### src/inc/ctd_pkg.sv
package ctd_pkg;
  localparam int PROG_N = 8;
  localparam int PROG_W = 3;
  localparam int IRQ_N = 16;
  localparam int CNT_W = 5;
  localparam int TICK_W = 24;
  localparam int CLK_NS = 8;
  localparam logic [CNT_W-1:0] NORM_CNT_MIN = 5'h01;
  localparam logic [CNT_W-1:0] NORM_CNT_MAX = 5'h1e;
  localparam logic [CNT_W-1:0] NORM_CNT_INIT = 5'h03;
  localparam logic [15:0] ERR_NONE = 16'h0000;
  localparam logic [15:0] ERR_MOTION_STEP = 16'h3ef1;
  localparam logic [15:0] ERR_NORM_CNT = 16'h4268;
  localparam logic [IRQ_N-1:0] IRQ_ROUTE_INIT = 16'h0000;
  localparam logic [2:0] PER_NONE = 3'h0;
  localparam int PER_N = 5;
  localparam int PER0_NS = 880_000;
  localparam int PER1_NS = 1_770_000;
  localparam int PER2_NS = 3_550_000;
  localparam int PER3_NS = 7_110_000;
  localparam int PER4_NS = 14_200_000;
  localparam int PER0_CYC = PER0_NS / CLK_NS;
  localparam int PER1_CYC = PER1_NS / CLK_NS;
  localparam int PER2_CYC = PER2_NS / CLK_NS;
  localparam int PER3_CYC = PER3_NS / CLK_NS;
  localparam int PER4_CYC = PER4_NS / CLK_NS;

  typedef enum logic [1:0] {CLS_NORMAL, CLS_EVENT, CLS_NMI} ctd_cls_t;
  typedef enum logic [0:0] {ST_IDLE, ST_RUN} ctd_state_t;

  // per[]: 0 none, 1..5 selects one of the five periods
  typedef struct packed {
    ctd_cls_t cls;
    logic [2:0] per;
    logic [IRQ_N-1:0] ext;
    logic [IRQ_N-1:0] host;
    logic [CNT_W-1:0] cnt;
  } ctd_prog_cfg_t;

  typedef struct packed {
    ctd_state_t st;
    ctd_cls_t cls;
    logic [PROG_W-1:0] prog;
    logic [CNT_W-1:0] ops;
    logic [CNT_W-1:0] limit;
    logic [PROG_W-1:0] rr;
    logic evt_mask;
    logic [PROG_N-1:0] evt_pend;
    logic [PROG_N-1:0] nmi_pend;
    logic [CNT_W-1:0] norm_cnt;
    logic [IRQ_N-1:0] irq_nmi;
    logic [15:0] param_err;
    logic [15:0] prog_err;
    logic [PROG_W-1:0] err_prog;
    logic stop;
    logic rdy_s1;
    logic rdy_s2;
    logic rdy_d;
    logic [IRQ_N-1:0] irq_s1;
    logic [IRQ_N-1:0] irq_s2;
    logic [IRQ_N-1:0] irq_d;
  } ctd_regs_t;

  typedef struct packed {
    logic [TICK_W-1:0] cnt;
    logic tick;
  } ctd_tick_t;
endpackage : ctd_pkg

### src/verilog/ctd_dispatch.sv
`timescale 1ns/10ps
module ctd_dispatch #(
  parameter int PER0_CYC = ctd_pkg::PER0_CYC,
  parameter int PER1_CYC = ctd_pkg::PER1_CYC,
  parameter int PER2_CYC = ctd_pkg::PER2_CYC,
  parameter int PER3_CYC = ctd_pkg::PER3_CYC,
  parameter int PER4_CYC = ctd_pkg::PER4_CYC
) (
  input wire logic i_clk_sys, // system clock
  input wire logic i_reset, // async reset, high
  input wire logic i_ce, // clock enable, freezes state when low
  input wire logic i_host_ready_flag, // host ready flag pin
  input wire logic [ctd_pkg::CNT_W-1:0] i_norm_cnt, // normal consecutive count
  input wire logic [ctd_pkg::IRQ_N-1:0] i_irq_route_nmi, // 1: input goes to nmi
  input wire logic [ctd_pkg::IRQ_N-1:0] i_external_irq_inputs, // interrupt pins
  input wire logic i_host_irq_instruction, // host interrupt pulse
  input wire logic [ctd_pkg::IRQ_N-1:0] i_host_irq_sel, // host interrupt numbers
  input wire ctd_pkg::ctd_prog_cfg_t [ctd_pkg::PROG_N-1:0] i_prog_cfg, // per program
  input wire logic [ctd_pkg::PROG_N-1:0] i_prog_active, // program has active steps
  input wire logic i_main_free, // main cycle has free time
  input wire logic i_op_done, // engine finished one basic operation
  input wire logic i_op_trans, // that operation moved the active step
  input wire logic i_op_motion, // reached step is a motion step
  input wire logic i_op_finish, // program ended
  input wire logic i_op_mask, // event_mask_instr executed
  input wire logic i_op_unmask, // event_unmask_instr executed
  output logic o_run_valid, // engine may run basic operations
  output ctd_pkg::ctd_cls_t o_run_cls, // class of running program
  output logic [ctd_pkg::PROG_W-1:0] o_run_prog, // running program number
  output logic [ctd_pkg::CNT_W-1:0] o_run_limit, // operations allowed this cycle
  output logic o_event_masked, // event dispatch blocked
  output logic [ctd_pkg::PROG_N-1:0] o_evt_pending, // latched event triggers
  output logic [ctd_pkg::PROG_N-1:0] o_nmi_pending, // latched nmi triggers
  output logic [ctd_pkg::CNT_W-1:0] o_norm_cnt, // count in use for normal task
  output logic [15:0] o_param_err, // parameter error code
  output logic [15:0] o_prog_err, // program error code
  output logic [ctd_pkg::PROG_W-1:0] o_err_prog, // program that raised it
  output logic o_prog_stop // pulse: program stopped on error
);
  ctd_pkg::ctd_regs_t r_reg;
  ctd_pkg::ctd_regs_t r_next;
  logic [ctd_pkg::PER_N-1:0] tick;

  ////////////////////////////////////////////////////////////////////////////
  function automatic logic [ctd_pkg::PROG_W-1:0] lowest(
    input logic [ctd_pkg::PROG_N-1:0] v);
    logic [ctd_pkg::PROG_W-1:0] idx;
    idx = '0;
    for (int i = ctd_pkg::PROG_N - 1; i >= 0; i--) begin
      if (v[i]) begin
        idx = ctd_pkg::PROG_W'(i);
      end
    end
    return idx;
  endfunction : lowest

  function automatic logic [ctd_pkg::CNT_W-1:0] at_least_one(
    input logic [ctd_pkg::CNT_W-1:0] c);
    return (c == '0) ? ctd_pkg::CNT_W'(1) : c;
  endfunction : at_least_one

  ////////////////////////////////////////////////////////////////////////////
  ctd_period_tick #(.CYCLES(PER0_CYC)) u_tick0 (.i_clk_sys(i_clk_sys), .i_reset(i_reset),
    .i_ce(i_ce), .o_tick(tick[0]));
  ctd_period_tick #(.CYCLES(PER1_CYC)) u_tick1 (.i_clk_sys(i_clk_sys), .i_reset(i_reset),
    .i_ce(i_ce), .o_tick(tick[1]));
  ctd_period_tick #(.CYCLES(PER2_CYC)) u_tick2 (.i_clk_sys(i_clk_sys), .i_reset(i_reset),
    .i_ce(i_ce), .o_tick(tick[2]));
  ctd_period_tick #(.CYCLES(PER3_CYC)) u_tick3 (.i_clk_sys(i_clk_sys), .i_reset(i_reset),
    .i_ce(i_ce), .o_tick(tick[3]));
  ctd_period_tick #(.CYCLES(PER4_CYC)) u_tick4 (.i_clk_sys(i_clk_sys), .i_reset(i_reset),
    .i_ce(i_ce), .o_tick(tick[4]));

  ////////////////////////////////////////////////////////////////////////////
  logic rdy_rise;
  logic [ctd_pkg::IRQ_N-1:0] irq_rise;
  logic [ctd_pkg::PROG_N-1:0] evt_trig;
  logic [ctd_pkg::PROG_N-1:0] nmi_trig;
  logic [ctd_pkg::PROG_N-1:0] norm_act;
  logic [ctd_pkg::PROG_N-1:0] norm_hi;
  logic [ctd_pkg::PROG_N-1:0] evt_ready;
  logic cnt_ok;
  logic preempt;
  logic [ctd_pkg::CNT_W-1:0] ops_inc;
  logic [ctd_pkg::PROG_W-1:0] sel;

  always_comb begin
    r_next = r_reg;
    r_next.stop = 1'b0;
    sel = '0;
    // first stage only feeds the second stage
    r_next.rdy_s1 = i_host_ready_flag;
    r_next.rdy_s2 = r_reg.rdy_s1;
    r_next.rdy_d = r_reg.rdy_s2;
    r_next.irq_s1 = i_external_irq_inputs;
    r_next.irq_s2 = r_reg.irq_s1;
    r_next.irq_d = r_reg.irq_s2;
    rdy_rise = r_reg.rdy_s2 & ~r_reg.rdy_d;
    irq_rise = r_reg.irq_s2 & ~r_reg.irq_d;

    // parameters are taken only on the off-to-on edge of the ready flag
    cnt_ok = (i_norm_cnt >= ctd_pkg::NORM_CNT_MIN) && (i_norm_cnt <= ctd_pkg::NORM_CNT_MAX);
    if (rdy_rise) begin
      r_next.irq_nmi = i_irq_route_nmi;
      if (cnt_ok) begin
        r_next.norm_cnt = i_norm_cnt;
        r_next.param_err = ctd_pkg::ERR_NONE;
      end else begin
        r_next.norm_cnt = ctd_pkg::NORM_CNT_INIT;
        r_next.param_err = ctd_pkg::ERR_NORM_CNT;
      end
    end

    // period, host and non-nmi pin triggers fan out to every event program that lists them, nmi pins to
    // every nmi program that lists them; one period field per program keeps a second fixed period unrepresentable
    for (int p = 0; p < ctd_pkg::PROG_N; p++) begin
      evt_trig[p] = 1'b0;
      nmi_trig[p] = 1'b0;
      norm_act[p] = i_prog_active[p] && (i_prog_cfg[p].cls == ctd_pkg::CLS_NORMAL);
      if (r_reg.rdy_d) begin
        if (i_prog_cfg[p].cls == ctd_pkg::CLS_EVENT) begin
          evt_trig[p] = ((i_prog_cfg[p].per != ctd_pkg::PER_NONE) &&
              (i_prog_cfg[p].per <= 3'(ctd_pkg::PER_N)) &&
              tick[i_prog_cfg[p].per - 3'h1]) ||
            (|(i_prog_cfg[p].ext & irq_rise & ~r_reg.irq_nmi)) ||
            (i_host_irq_instruction && |(i_prog_cfg[p].host & i_host_irq_sel));
        end
        if (i_prog_cfg[p].cls == ctd_pkg::CLS_NMI) begin
          nmi_trig[p] = |(i_prog_cfg[p].ext & irq_rise & r_reg.irq_nmi);
        end
      end
    end
    evt_ready = r_reg.evt_pend & {ctd_pkg::PROG_N{~r_reg.evt_mask}};
    norm_hi = norm_act & ~((ctd_pkg::PROG_N'(1) << r_reg.rr) - ctd_pkg::PROG_N'(1));
    ops_inc = r_reg.ops + 1'b1;
    preempt = (|r_reg.nmi_pend) ||
      ((r_reg.cls == ctd_pkg::CLS_NORMAL) && (|evt_ready));

    case (r_reg.st)
      ctd_pkg::ST_IDLE: begin
        r_next.ops = '0;
        if (|r_reg.nmi_pend) begin
          sel = lowest(r_reg.nmi_pend);
          r_next.nmi_pend[sel] = 1'b0;
          r_next.cls = ctd_pkg::CLS_NMI;
          r_next.limit = at_least_one(i_prog_cfg[sel].cnt);
          r_next.prog = sel;
          r_next.st = ctd_pkg::ST_RUN;
        end else if (|evt_ready) begin
          sel = lowest(evt_ready);
          r_next.evt_pend[sel] = 1'b0;
          r_next.cls = ctd_pkg::CLS_EVENT;
          r_next.limit = at_least_one(i_prog_cfg[sel].cnt);
          r_next.prog = sel;
          r_next.st = ctd_pkg::ST_RUN;
        end else if (i_main_free && (|norm_act)) begin
          // rotate so one busy normal program cannot starve the rest
          sel = (|norm_hi) ? lowest(norm_hi) : lowest(norm_act);
          r_next.rr = sel + 1'b1;
          r_next.cls = ctd_pkg::CLS_NORMAL;
          r_next.limit = r_reg.norm_cnt;
          r_next.prog = sel;
          r_next.st = ctd_pkg::ST_RUN;
        end
      end
      ctd_pkg::ST_RUN: begin
        if (i_op_done) begin
          r_next.ops = ops_inc;
          if (r_reg.cls == ctd_pkg::CLS_NORMAL) begin
            if (i_op_mask) begin
              r_next.evt_mask = 1'b1;
            end else if (i_op_unmask) begin
              r_next.evt_mask = 1'b0;
            end
          end
          if (i_op_motion && (r_reg.cls != ctd_pkg::CLS_NORMAL)) begin
            r_next.prog_err = ctd_pkg::ERR_MOTION_STEP;
            r_next.err_prog = r_reg.prog;
            r_next.stop = 1'b1;
            r_next.st = ctd_pkg::ST_IDLE;
          end else if (i_op_finish) begin
            r_next.st = ctd_pkg::ST_IDLE;
          end else if (i_op_trans && (ops_inc < r_reg.limit) && !preempt) begin
            r_next.st = ctd_pkg::ST_RUN;
          end else begin
            r_next.st = ctd_pkg::ST_IDLE;
            // a pre-empted event program resumes later from its pending bit
            if (preempt && (r_reg.cls == ctd_pkg::CLS_EVENT) && i_op_trans &&
                (ops_inc < r_reg.limit)) begin
              r_next.evt_pend[r_reg.prog] = 1'b1;
            end
          end
        end
      end
      default: begin
        r_next.st = ctd_pkg::ST_IDLE;
      end
    endcase

    // new triggers win over the dispatch clear above
    r_next.evt_pend = r_next.evt_pend | evt_trig;
    r_next.nmi_pend = r_next.nmi_pend | nmi_trig;
  end

  always_ff @(posedge i_clk_sys or posedge i_reset) begin
    if (i_reset) begin
      r_reg <= '0;
      r_reg.norm_cnt <= ctd_pkg::NORM_CNT_INIT;
      r_reg.limit <= ctd_pkg::NORM_CNT_INIT;
      r_reg.irq_nmi <= ctd_pkg::IRQ_ROUTE_INIT;
      r_reg.param_err <= ctd_pkg::ERR_NONE;
      r_reg.prog_err <= ctd_pkg::ERR_NONE;
    end else if (i_ce) begin
      r_reg <= r_next;
    end
  end

  ////////////////////////////////////////////////////////////////////////////
  assign o_run_valid = (r_reg.st == ctd_pkg::ST_RUN);
  assign o_run_cls = r_reg.cls;
  assign o_run_prog = r_reg.prog;
  assign o_run_limit = r_reg.limit;
  assign o_event_masked = r_reg.evt_mask;
  assign o_evt_pending = r_reg.evt_pend;
  assign o_nmi_pending = r_reg.nmi_pend;
  assign o_norm_cnt = r_reg.norm_cnt;
  assign o_param_err = r_reg.param_err;
  assign o_prog_err = r_reg.prog_err;
  assign o_err_prog = r_reg.err_prog;
  assign o_prog_stop = r_reg.stop;

  ////////////////////////////////////////////////////////////////////////////
  logic idle_ce;
  assign idle_ce = i_ce && (r_reg.st == ctd_pkg::ST_IDLE);

  nmi_first_a: assert property (@(posedge i_clk_sys) disable iff (i_reset)
    idle_ce && (|r_reg.nmi_pend) |=> o_run_valid && (o_run_cls == ctd_pkg::CLS_NMI))
    else $error("pending nmi not dispatched first");

  nmi_unmasked_a: assert property (@(posedge i_clk_sys) disable iff (i_reset)
    idle_ce && r_reg.evt_mask && (|r_reg.nmi_pend) |=> o_run_cls == ctd_pkg::CLS_NMI)
    else $error("nmi blocked by event mask");

  event_blocked_a: assert property (@(posedge i_clk_sys) disable iff (i_reset)
    idle_ce && r_reg.evt_mask |=> !(o_run_valid && (o_run_cls == ctd_pkg::CLS_EVENT)))
    else $error("event dispatched while masked");

  event_latched_a: assert property (@(posedge i_clk_sys) disable iff (i_reset)
    idle_ce && r_reg.evt_mask && (|r_reg.evt_pend) && !(|r_reg.nmi_pend)
      |=> (o_evt_pending & $past(r_reg.evt_pend)) == $past(r_reg.evt_pend))
    else $error("masked event lost");

  event_order_a: assert property (@(posedge i_clk_sys) disable iff (i_reset)
    idle_ce && !r_reg.evt_mask && (|r_reg.evt_pend) && !(|r_reg.nmi_pend)
      |=> o_run_prog == lowest($past(r_reg.evt_pend)))
    else $error("event order not lowest first");

  motion_err_a: assert property (@(posedge i_clk_sys) disable iff (i_reset)
    i_ce && o_run_valid && (o_run_cls != ctd_pkg::CLS_NORMAL) && i_op_done && i_op_motion
      |=> o_prog_stop && !o_run_valid && (o_prog_err == ctd_pkg::ERR_MOTION_STEP))
    else $error("motion step in event or nmi not stopped");

  param_err_a: assert property (@(posedge i_clk_sys) disable iff (i_reset)
    i_ce && rdy_rise && !cnt_ok
      |=> (o_param_err == ctd_pkg::ERR_NORM_CNT) && (o_norm_cnt == ctd_pkg::NORM_CNT_INIT))
    else $error("bad normal count not replaced");

  op_limit_a: assert property (@(posedge i_clk_sys) disable iff (i_reset)
    o_run_valid |-> r_reg.ops < r_reg.limit)
    else $error("consecutive operations exceed limit");

  cycle_end_a: assert property (@(posedge i_clk_sys) disable iff (i_reset)
    i_ce && o_run_valid && i_op_done && !i_op_trans |=> !o_run_valid)
    else $error("cycle continued without a transition");

  normal_suspend_a: assert property (@(posedge i_clk_sys) disable iff (i_reset)
    i_ce && o_run_valid && (o_run_cls == ctd_pkg::CLS_NORMAL) && i_op_done &&
      (|r_reg.nmi_pend) |=> !o_run_valid ##1 (o_run_cls == ctd_pkg::CLS_NMI))
    else $error("normal task not suspended");

  normal_free_a: assert property (@(posedge i_clk_sys) disable iff (i_reset)
    idle_ce ##1 (o_run_valid && (o_run_cls == ctd_pkg::CLS_NORMAL)) |-> $past(i_main_free))
    else $error("normal task ran without free time");

  nmi_run_c: cover property (@(posedge i_clk_sys) disable iff (i_reset)
    o_run_valid && (o_run_cls == ctd_pkg::CLS_NMI));
  chain_c: cover property (@(posedge i_clk_sys) disable iff (i_reset)
    o_run_valid && (r_reg.ops == ctd_pkg::CNT_W'(2)));
  masked_wait_c: cover property (@(posedge i_clk_sys) disable iff (i_reset)
    o_event_masked && (|o_evt_pending));
  param_err_c: cover property (@(posedge i_clk_sys) disable iff (i_reset)
    o_param_err == ctd_pkg::ERR_NORM_CNT);
endmodule : ctd_dispatch

### src/verilog/ctd_period_tick.sv
`timescale 1ns/10ps
module ctd_period_tick #(
  parameter int CYCLES = ctd_pkg::PER0_CYC
) (
  input wire logic i_clk_sys, // system clock
  input wire logic i_reset, // async reset, high
  input wire logic i_ce, // clock enable
  output logic o_tick // one-cycle pulse per period
);
  ctd_pkg::ctd_tick_t r_reg;
  ctd_pkg::ctd_tick_t r_next;
  localparam logic [ctd_pkg::TICK_W-1:0] LAST = ctd_pkg::TICK_W'(CYCLES - 1);

  always_comb begin
    r_next = r_reg;
    r_next.tick = 1'b0;
    if (r_reg.cnt == LAST) begin
      r_next.cnt = '0;
      r_next.tick = 1'b1;
    end else begin
      r_next.cnt = r_reg.cnt + 1'b1;
    end
  end

  always_ff @(posedge i_clk_sys or posedge i_reset) begin
    if (i_reset) begin
      r_reg <= '0;
    end else if (i_ce) begin
      r_reg <= r_next;
    end
  end

  assign o_tick = r_reg.tick;
endmodule : ctd_period_tick

### config.mk
export PLATFORM = sky130hd
export DESIGN_NAME = ctd_dispatch
export DESIGN_NICKNAME = d
export VERILOG_FILES = /design/src/inc/ctd_pkg.sv /design/src/verilog/ctd_dispatch.sv /design/src/verilog/ctd_period_tick.sv
export SDC_FILE = /design/constraint.sdc
export NUM_CORES = 1
export LEC_CHECK = 0
export BUFFER_PORTS_ARGS = -buffer_cell sky130_fd_sc_hd__buf_4
export CORE_MARGIN = 2
export CORE_UTILIZATION = 45
export DETAILED_ROUTE_END_ITERATION = 8
export PLACE_DENSITY = 0.68
export SLEW_MARGIN = 15
export SYNTH_ARGS = -nofsm -noshare
export SYNTH_HDL_FRONTEND = slang
export SYNTH_HIERARCHICAL = 1
export SYNTH_SLANG_ARGS = --single-unit
### constraint.sdc
create_clock -name i_clk_sys -period 6.31 [get_ports i_clk_sys]
set_input_delay 0.631 -clock i_clk_sys [delete_from_list [all_inputs] [get_ports i_clk_sys]]
set_output_delay 0.631 -clock i_clk_sys [all_outputs]
set_load 0.01 [all_outputs]
---- Yosys cells after proc, flatten, opt, wreduce, memory -nomap -nowiden ----
Index checks and enable logic that the tools add are counted.
word-level totals
  bits in writable memories ............... 0
  memories kept ........................... 0
  ROM bits ................................ 0
  bits of input ports ..................... 409
  logic and storage cells ................. 411
  output and inout port bits .............. 69
  latch bits .............................. 0
  flip-flop bits (word level) ............. 254
operators by class
  multiply operators ...................... 0
  bitwise logic cells ..................... 51
  shift-type cells ........................ 1
  eq/ne operators ......................... 23
  add/subtract/negate cells ............... 16
  div/mod/pow operators ................... 0
  mux-type cells .......................... 146
  $lt $le $gt $ge ......................... 25
  reduce and logical (&&, ||, !) cells .... 118
operator list
  cell                     number
  $and A16 B16 Y16         33
  $reduce_or A16 Y1        24
  $bmux W42 S3             2
  $mux W3                  46
  $add A24 B1 Y24 const B  5
  $mux W24                 5
  $mux W8                  10
  $mux W1                  57
  $logic_and A1 B1 Y1      44
  $lt A3 B4 Y1 const B     11
  $mux W5                  8
  $and A8 B8 Y8            4
  $not A16 Y16             2
  $reduce_or A8 Y1         4
  $reduce_bool A3 Y1       9
  $bmux W1 S3              8
  $eq A24 B17 Y1 const B   1
  $eq A24 B18 Y1 const B   1
  $eq A24 B19 Y1 const B   1
  $eq A24 B20 Y1 const B   1
  $eq A24 B21 Y1 const B   1
  $le A3 B3 Y1 const B     8
  $not A8 Y8               3
  $or A8 B8 Y8             3
  29 further kinds         89

---- Logic depth before layout (Yosys ltp) ----
Gate-level depths: netlist of run 1.
  depth after elaboration ................. 23
  mapped depth ............................ 12
  mapped depth without buffers ............ 11

---- By module ----
Netlist of run 1, hierarchy kept.
by module, submodules not included
  module                      area an instance (µm²)  cells an instance  sequential area each (µm²)  times used
  ctd_dispatch                9585.4                  1050               2857.7                      1
  ctd_period_tick at u_tick3  1326.3                  135                625.6                       1
  ctd_period_tick at u_tick2  1288.7                  122                625.6                       1
  ctd_period_tick at u_tick4  1243.7                  121                625.6                       1
  ctd_period_tick at u_tick0  1231.2                  117                625.6                       1
  ctd_period_tick at u_tick1  1224.9                  115                625.6                       1

---- Worst setup path after synthesis of run 1 ----
OpenSTA, ideal clock, no wires.
  kind .................................... register -> register
  start point ............................. register r_reg (netlist bit o_nmi_pending[4])
  end point ............................... register r_reg (netlist bit o_run_limit[0])
  stages on the path, launching flop included .. 11
  arrival time ............................ 2.617 ns
  setup slack ............................. 3.612 ns
  period minus slack after synthesis ...... 2.698 ns
  data required time ...................... 6.229 ns
  library setup time ...................... 0.081 ns
  buffers on the path ..................... 1
  cells stage by stage .................... dfrtp_1 nor2_1 o21ai_4 a21oi_2 buf_6 mux2i_1 mux2i_1 mux2_2 or4_1 a21o_1 a32oi_1
on the way
  word-level cells in the longest chain between the ends .. 12
  elaborated cells between the ends (all ways) .. 15
  classes of those cells .................. mux: 11; reduce/logical: 4
RTL lines
  what                           line                 source
  start, declared                ctd_dispatch.sv:40   ctd_pkg::ctd_regs_t r_reg;
  start signal, assigned         ctd_dispatch.sv:214  r_reg <= r_next;
  $mux W3 (5 in series)          ctd_dispatch.sv:50   if (v[i]) begin
  $mux W3                        ctd_dispatch.sv:142  if (|r_reg.nmi_pend) begin
  $mux W3                        ctd_dispatch.sv:139  case (r_reg.st)
  $bmux W42 S3                   ctd_dispatch.sv:146  r_next.limit = at_least_one(i_prog_cfg[sel].cnt);
  $mux W5 (implied by the code)  ctd_dispatch.sv:146
  $logic_not A5 Y1               ctd_dispatch.sv:59   return (c == '0) ? ctd_pkg::CNT_W'(1) : c;
  $mux W5                        ctd_dispatch.sv:59
  $mux W5                        ctd_dispatch.sv:142
Parallel ways exist; a longest one is shown, timed or not. The select of a mux whose other input is x is not followed.
A chain may end at the register's enable or synchronous reset.

---- Worst setup path in the final report of run 1 ----
Ends and elaborated chain as after synthesis.

==> run metrics, run 1 <==
status=finished, final reports clean; Power Internal=approximately 4.1 mW; slew margin rel.=between 10% and 20%; Inserted Clock Buffers=28; Die X=192 um; Leak=between 9 and 10 nW; Reg2Reg Launch Point=o_nmi_pending[4]$_DFFE_PP0P_; Root Buffer=clkbuf_16; worst slack at placement=between 2 and 3 ns; Clock transition at path regs=0.06 ns; Starting Density=45.9%; largest net degree at the start of global routing=roughly 60; most common cell after layout, fill and taps aside=buf_4; R2R cell count=9; total setup buffers inserted after CTS=0; sequential fraction of the synthesis area=37.6%; Max-cap violations=0; Post-Place Cells=2,477; fillers=3,068; Layout area overhead=28.5%; core area=around 35,000 um^2; #FFs+latches synth=~240; PwrDens=between 300 and 400 nW/um^2; initial antenna violation count=22; Post-Route WL=around 65,000 um; most frequent cells in the layout=buf_4 (480), dfrtp_1 (235), nor2_1 (120); nets@finish=about 2,500; worst vdd ir=0.231 mV; Critical Path AT=3.81 ns; post-DP HPWL=slightly above 50,000 um; setup violators final=0; FF/Latch Area=between 5000 and 6000 um^2; first-pass iteration count of the detailed router=6; initial DRC count=between 1,500 and 2,000; I/O pin total=478; Setup WS post-layout=around 3.0 ns; Slew Limit Fails=0; Synth Cell Area=~16,000 um^2; max reg flops=41; power share of the clock group=between 20 and 30%; worst min path class=in -> async; Port Buffers=460; Setup crit start=o_nmi_pending[4]$_DFFE_PP0P_; DIE HEIGHT=192 um; worst hold slack=~0.24 ns; Vias/cell=6.27; DIE AREA=between 30,000 and 40,000 um^2; Synth Flop Type=dfrtp_1; GRT Total Usage=between 30% and 40%; routed len/inst=25.5 um; Psw=~2.5 mW; number of nets with antenna violations after routing=0; final worst clock skew=0.0229 ns; hold buffers post-CTS=0; library cells used by synthesis=80; fin cells=~2,500; Post-synth EDFFs=0; CP Launch Type=flip-flop; CP max FO=14; Worst-Skew Late Latency=between 0.5 and 0.6 ns; vias in the first global route=~15,000; RSZ-0062 raised after global routing=false; H-tree levels=1; Logic pwr share=a little under two fifths; placer congestion estimate=approximately 0.98; drt drc=0; flop-to-flop setup slack=just under 3 ns; Synth Instances=around 1,700; Tcrit/Tclk final=a little over half; Max Clk Rate=about 0.30 GHz; CTS resizes=0; grt ovf=0; CTS sink cnt=roughly 240; share of total power in sequential cells=between 30 and 40%; layout cell share with drive strength beyond 1=31.7%; CP endpoint kind=flip-flop; setup TNS=0 ns; CTS tree=built; Slew @ Worst Pin=about 1.2 ns; # rows=just under 70; wire length of the first global-routing pass=between 90,000 and 100,000 um; footprint of the multi-input gates=8970 um^2; sw frac=a little under two fifths; asr flop ratio synth=100%; vias post-DR=~16,000; Post-Route Utilization=between 50 and 60%; minimum clock period after layout=3.35 ns; critical path type=reg -> reg; Yosys Warn Count=6; Final Hold Vio Count=0; Syn Area/Cell=around 9.6 um^2; required time worst endpoint=~6.8 ns; Max Root-Sink Buffers=3
-- worst paths after layout --
| path | to |
|---|---|
| setup / recovery | o_run_limit[0]$_DFFE_PP1P_ |
| hold / removal | r_next[25]$_DFFE_PP0P_ |
| setup reg to reg | o_run_limit[0]$_DFFE_PP1P_ |
| hold reg to reg | u_tick4/r_reg[24]$_DFFE_PP0P_ |
| max in group asynchronous | r_reg[136]$_DFFE_PP0P_ |
| min in group i_clk_sys | r_reg[95]$_DFFE_PP0P_ |
-- synth_stat cells (all sizes together), types with 4 or more instances --
cell,count,area [um^2]
dfrtp,235,5880
nor2,122,463
nand2,113,424
buf,84,623
xnor2,81,709
a221oi,79,692
mux2,77,867
a22o,75,657
nand4,74,527
o21ai,72,372
nand3,70,360
inv,57,214
a21oi,56,288
clkbuf,50,191
a22oi,49,368
ha,37,463
nor4,28,236
xor2,28,245
mux2i,25,250
nor3,21,105
nor3b,19,143
or3,17,119
and3,16,100
and4,16,140
nand4b,15,131
and3b,14,123
and2,11,70.1
nor2b,10,62.6
nor4b,10,87.6
or4,10,78.8
mux4,9,206
a21o,8,61.3
o22ai,8,50.1
a211oi,6,45.0
o311ai,6,52.6
or2,5,31.3
dfstp,4,105
nand2b,4,25.0
o21a,4,30.0
o31ai,4,30.0
-- critical path, cell delays in order (launching register included) --
cell	delay (ns)
dfrtp_1	0.44
nor2_1	0.30
o21ai_4	0.18
a21oi_2	0.74
mux2i_1	0.29
mux2i_1	0.10
a211o_1	0.36
or4_1	0.53
a21o_1	0.17
a32oi_1	0.19
-- final cells by class --
class                      count  share of cell area [%]
clock buffer                  35                    3.91
antenna                       17                   0.208
multi-input combinational   1246                    43.9
tap                          455                    2.79
sequential                   239                    29.3
clock inverter                17                    1.19
inverter                      57                    1.06
timing repair buffer         480                    17.6
-- metal layers --
layer | up-vias | share of wire, % | wire, um | GRT usage, %
li1 | 7036 | - | - | -
met1 | 7820 | 37 | 24200 | 41.7
met2 | 883 | 47 | 30600 | 55.0
met3 | 216 | 9.9 | 6470 | 9.54
met4 | 12 | 5.6 | 3650 | 18.8
met5 | - | 0.13 | 84 | 0
-- metrics by stage --
stage          area (um^2)  power, mW
6_report             20400       6.56
5_1_grt              20400       6.86
4_1_cts              20400       6.52
3_5_place_dp         19300       4.71
3_3_place_gp         19300       4.67
2_1_floorplan        16000       3.83
-- power groups by stage --
stage | registers (mW) | clock network [mW] | logic (mW)
floorplan | 2.13 | 0 | 1.70
global placement | 2.26 | 0 | 2.41
detailed placement | 2.28 | 0 | 2.43
CTS | 2.25 | 1.82 | 2.44
global route | 2.31 | 1.88 | 2.67
finish | 2.27 | 1.80 | 2.50
-- cell families after synthesis --
kind of cell,after synthesis,share of synthesized area (%)
flip-flops,239,37.6
buffers and inverters,191,6.47
AO/OA/AOI/OAI,392,18.0
multiplexers,111,8.33
XOR/XNOR,109,6.00
adder cells (fa/ha/maj),37,2.91
AND/OR/NAND/NOR,580,20.6
other,1,0.0236
Note: power is estimated with default switching activity, not from simulation.
==> run 2: changes to the inputs <==
==> constraint.sdc (replaced) <==
create_clock -name i_clk_sys -period 3.2 [get_ports i_clk_sys]
set_input_delay 0.32 -clock i_clk_sys [delete_from_list [all_inputs] [get_ports i_clk_sys]]
set_output_delay 0.32 -clock i_clk_sys [all_outputs]
set_load 0.01 [all_outputs]
==> run metrics, run 2 (synthesis results as in run 1) <==
setup violators final=0 (unchanged); critical path type=reg -> reg; placer congestion estimate=0.983 (+0.34%); hold buffers post-CTS=2 (+2); I/O pin total=478 (unchanged); CTS resizes=0 (unchanged); worst min path class=in -> reg; Post-Route WL=65,600 um (+0.81%); Slew Limit Fails=0 (unchanged); Slew @ Worst Pin=0.983 ns (-0.248 ns); wire length of the first global-routing pass=95,000 um (+0.30%); flop-to-flop setup slack=0.26 ns (-2.70 ns); Critical Path AT=3.40 ns (-0.41 ns); drt drc=4 (+4); Die X=192 um (unchanged); Port Buffers=460 (unchanged); Final Hold Vio Count=0 (unchanged); grt ovf=0 (unchanged); core area=34,600 um^2 (unchanged); H-tree levels=1 (unchanged); Inserted Clock Buffers=27 (-3.6%); DIE HEIGHT=192 um (unchanged); GRT Total Usage=34.5% (+0.20 points); post-DP HPWL=52,100 um (+2.7%); Layout area overhead=28.5% (about the same); Starting Density=45.9% (unchanged); CTS sink cnt=239 (unchanged); required time worst endpoint=3.67 ns (-3.10 ns); setup TNS=0 ns (unchanged); final worst clock skew=0.0146 ns (-0.00827 ns); DIE AREA=36,900 um^2 (unchanged); total setup buffers inserted after CTS=0 (unchanged); vias post-DR=15,789 (-1.1%); status=finished, violations left; Worst-Skew Late Latency=0.55 ns (about the same); CP max FO=14 (unchanged); Tcrit/Tclk final=91.7% (+39 points); Critical Path Most Common Cell=mux2i_1; initial antenna violation count=19 (-14%); layout cell share with drive strength beyond 1=32.2% (+0.52 points); vias in the first global route=15,283 (-0.26%); failing checks=design-rule violations; max reg flops=41 (unchanged); worst slack at placement=0.316 ns (-2.59 ns); worst vdd ir=0.489 mV (+110%); Leak=9.18 nW (about the same); CP endpoint kind=flip-flop; Setup WS post-layout=0.264 ns (-2.70 ns); CTS tree=built; RSZ-0062 raised after global routing=false; CP Cell Sequence=nor2_1 -> o21ai_4 -> a21oi_2 -> buf_4 -> mux2i_1 -> mux2i_1 -> a211o_1 -> or4_1 -> a21o_1 -> a32oi_1; largest net degree at the start of global routing=57 (-6.6%); nets@finish=2,512 (+0.56%); CP Launch Type=flip-flop; Max Root-Sink Buffers=3 (unchanged); first-pass iteration count of the detailed router=9 (+3); CP max stage delay=0.52 ns (-0.22 ns); most common cell after layout, fill and taps aside=buf_4; Vias/cell=6.18 (-1.5%); minimum clock period after layout=2.94 ns (-0.415 ns); number of nets with antenna violations after routing=0 (unchanged); Post-Route Utilization=59.0% (about the same); Root Buffer=clkbuf_16; initial DRC count=1,711 (+12%); # rows=68 (unchanged); PwrDens=615 nW/um^2 (+91%); Clock transition at path regs=0.06 ns (about the same); Max Clk Rate=0.341 GHz (+14%); Max-cap violations=0 (unchanged); slowest cell on the critical path=or4_1; slew margin rel.=34.4% (+17 points); routed len/inst=25.6 um (+0.41%); most frequent cells in the layout=buf_4 (492), dfrtp_1 (235), nor2_1 (120)
run 2: cell count changes in the layout (fill, tap and decap cells not counted), sizes merged:
| cell | before | now |
|---|---|---|
| dlygate4sd3 | 0 | 2 |
| clkinv | 8 | 6 |
| clkbuf | 35 | 34 |
| clkinvlp | 3 | 5 |
| bufinv | 6 | 2 |
| buf | 480 | 493 |
run 2: worst max-delay path, delay by kind of cell (launching register included):
family,cells,cell delay [ns]
flops,1,0.44
compound gates,5,1.01
mux,2,0.34
buf+inv,1,0.26
simple gates,2,0.81
run 2: final timing paths:
check                                                    from                             to  cells past startpoint
worst min-delay path                            i_norm_cnt[1]      o_norm_cnt[1]$_DFFE_PP1P_                      3
worst max-delay path             o_nmi_pending[4]$_DFFE_PP0P_     o_run_limit[0]$_DFFE_PP1P_                     10
min in group asynchronous                             i_reset          r_next[9]$_DFFE_PP0P_                      3
worst max register to register   o_nmi_pending[4]$_DFFE_PP0P_     o_run_limit[0]$_DFFE_PP1P_                     10
worst min register to register  u_tick3/r_reg[24]$_DFFE_PP0P_  u_tick3/r_reg[24]$_DFFE_PP0P_                      1
max in group asynchronous                             i_reset     o_run_limit[1]$_DFFE_PP1P_                      4
run 2: layout make-up:
class,count,area [um^2]
Tap cell,455,569
Clock inverter,13,133
Clock buffer,34,742
Multi-Input combinational cell,1246,9010
Sequential cell,239,5990
Timing Repair Buffer,495,3730
Antenna cell,17,42.5
Inverter,57,218
Fill cell,3057,14200
run 2: report_power, final:
| part | switching (mW) | internal, mW | total [mW] |
|---|---|---|---|
| sequential | 0.836 | 3.65 | 4.49 |
| combinational | 2.71 | 2.28 | 4.98 |
| clock | 1.29 | 1.80 | 3.09 |
| total | 4.84 | 7.72 | 12.6 |
run 2: layer usage:
| layer | up-vias | GRT usage [%] | wire length (um) |
|---|---|---|---|
| li1 | 7042 | - | - |
| met4 | 6 | 17.0 | 3490 |
| met2 | 903 | 55.8 | 30500 |
| met5 | - | 0 | 35 |
| met3 | 206 | 9.78 | 7300 |
| met1 | 7632 | 42.2 | 24300 |
run 2: stage by stage:
stage                     std cells  cell area (um^2)  power (mW)  hold slack, ns
after CTS                      2539             20400        12.5        0.000406
final                          2556             20400        12.6         0.00835
after global placement         2490             19500        9.28           0.451
after floorplan                1676             16000        7.55           0.347
after global routing           2554             20400        13.2        0.000409
after detailed placement       2490             19500        9.38           0.461
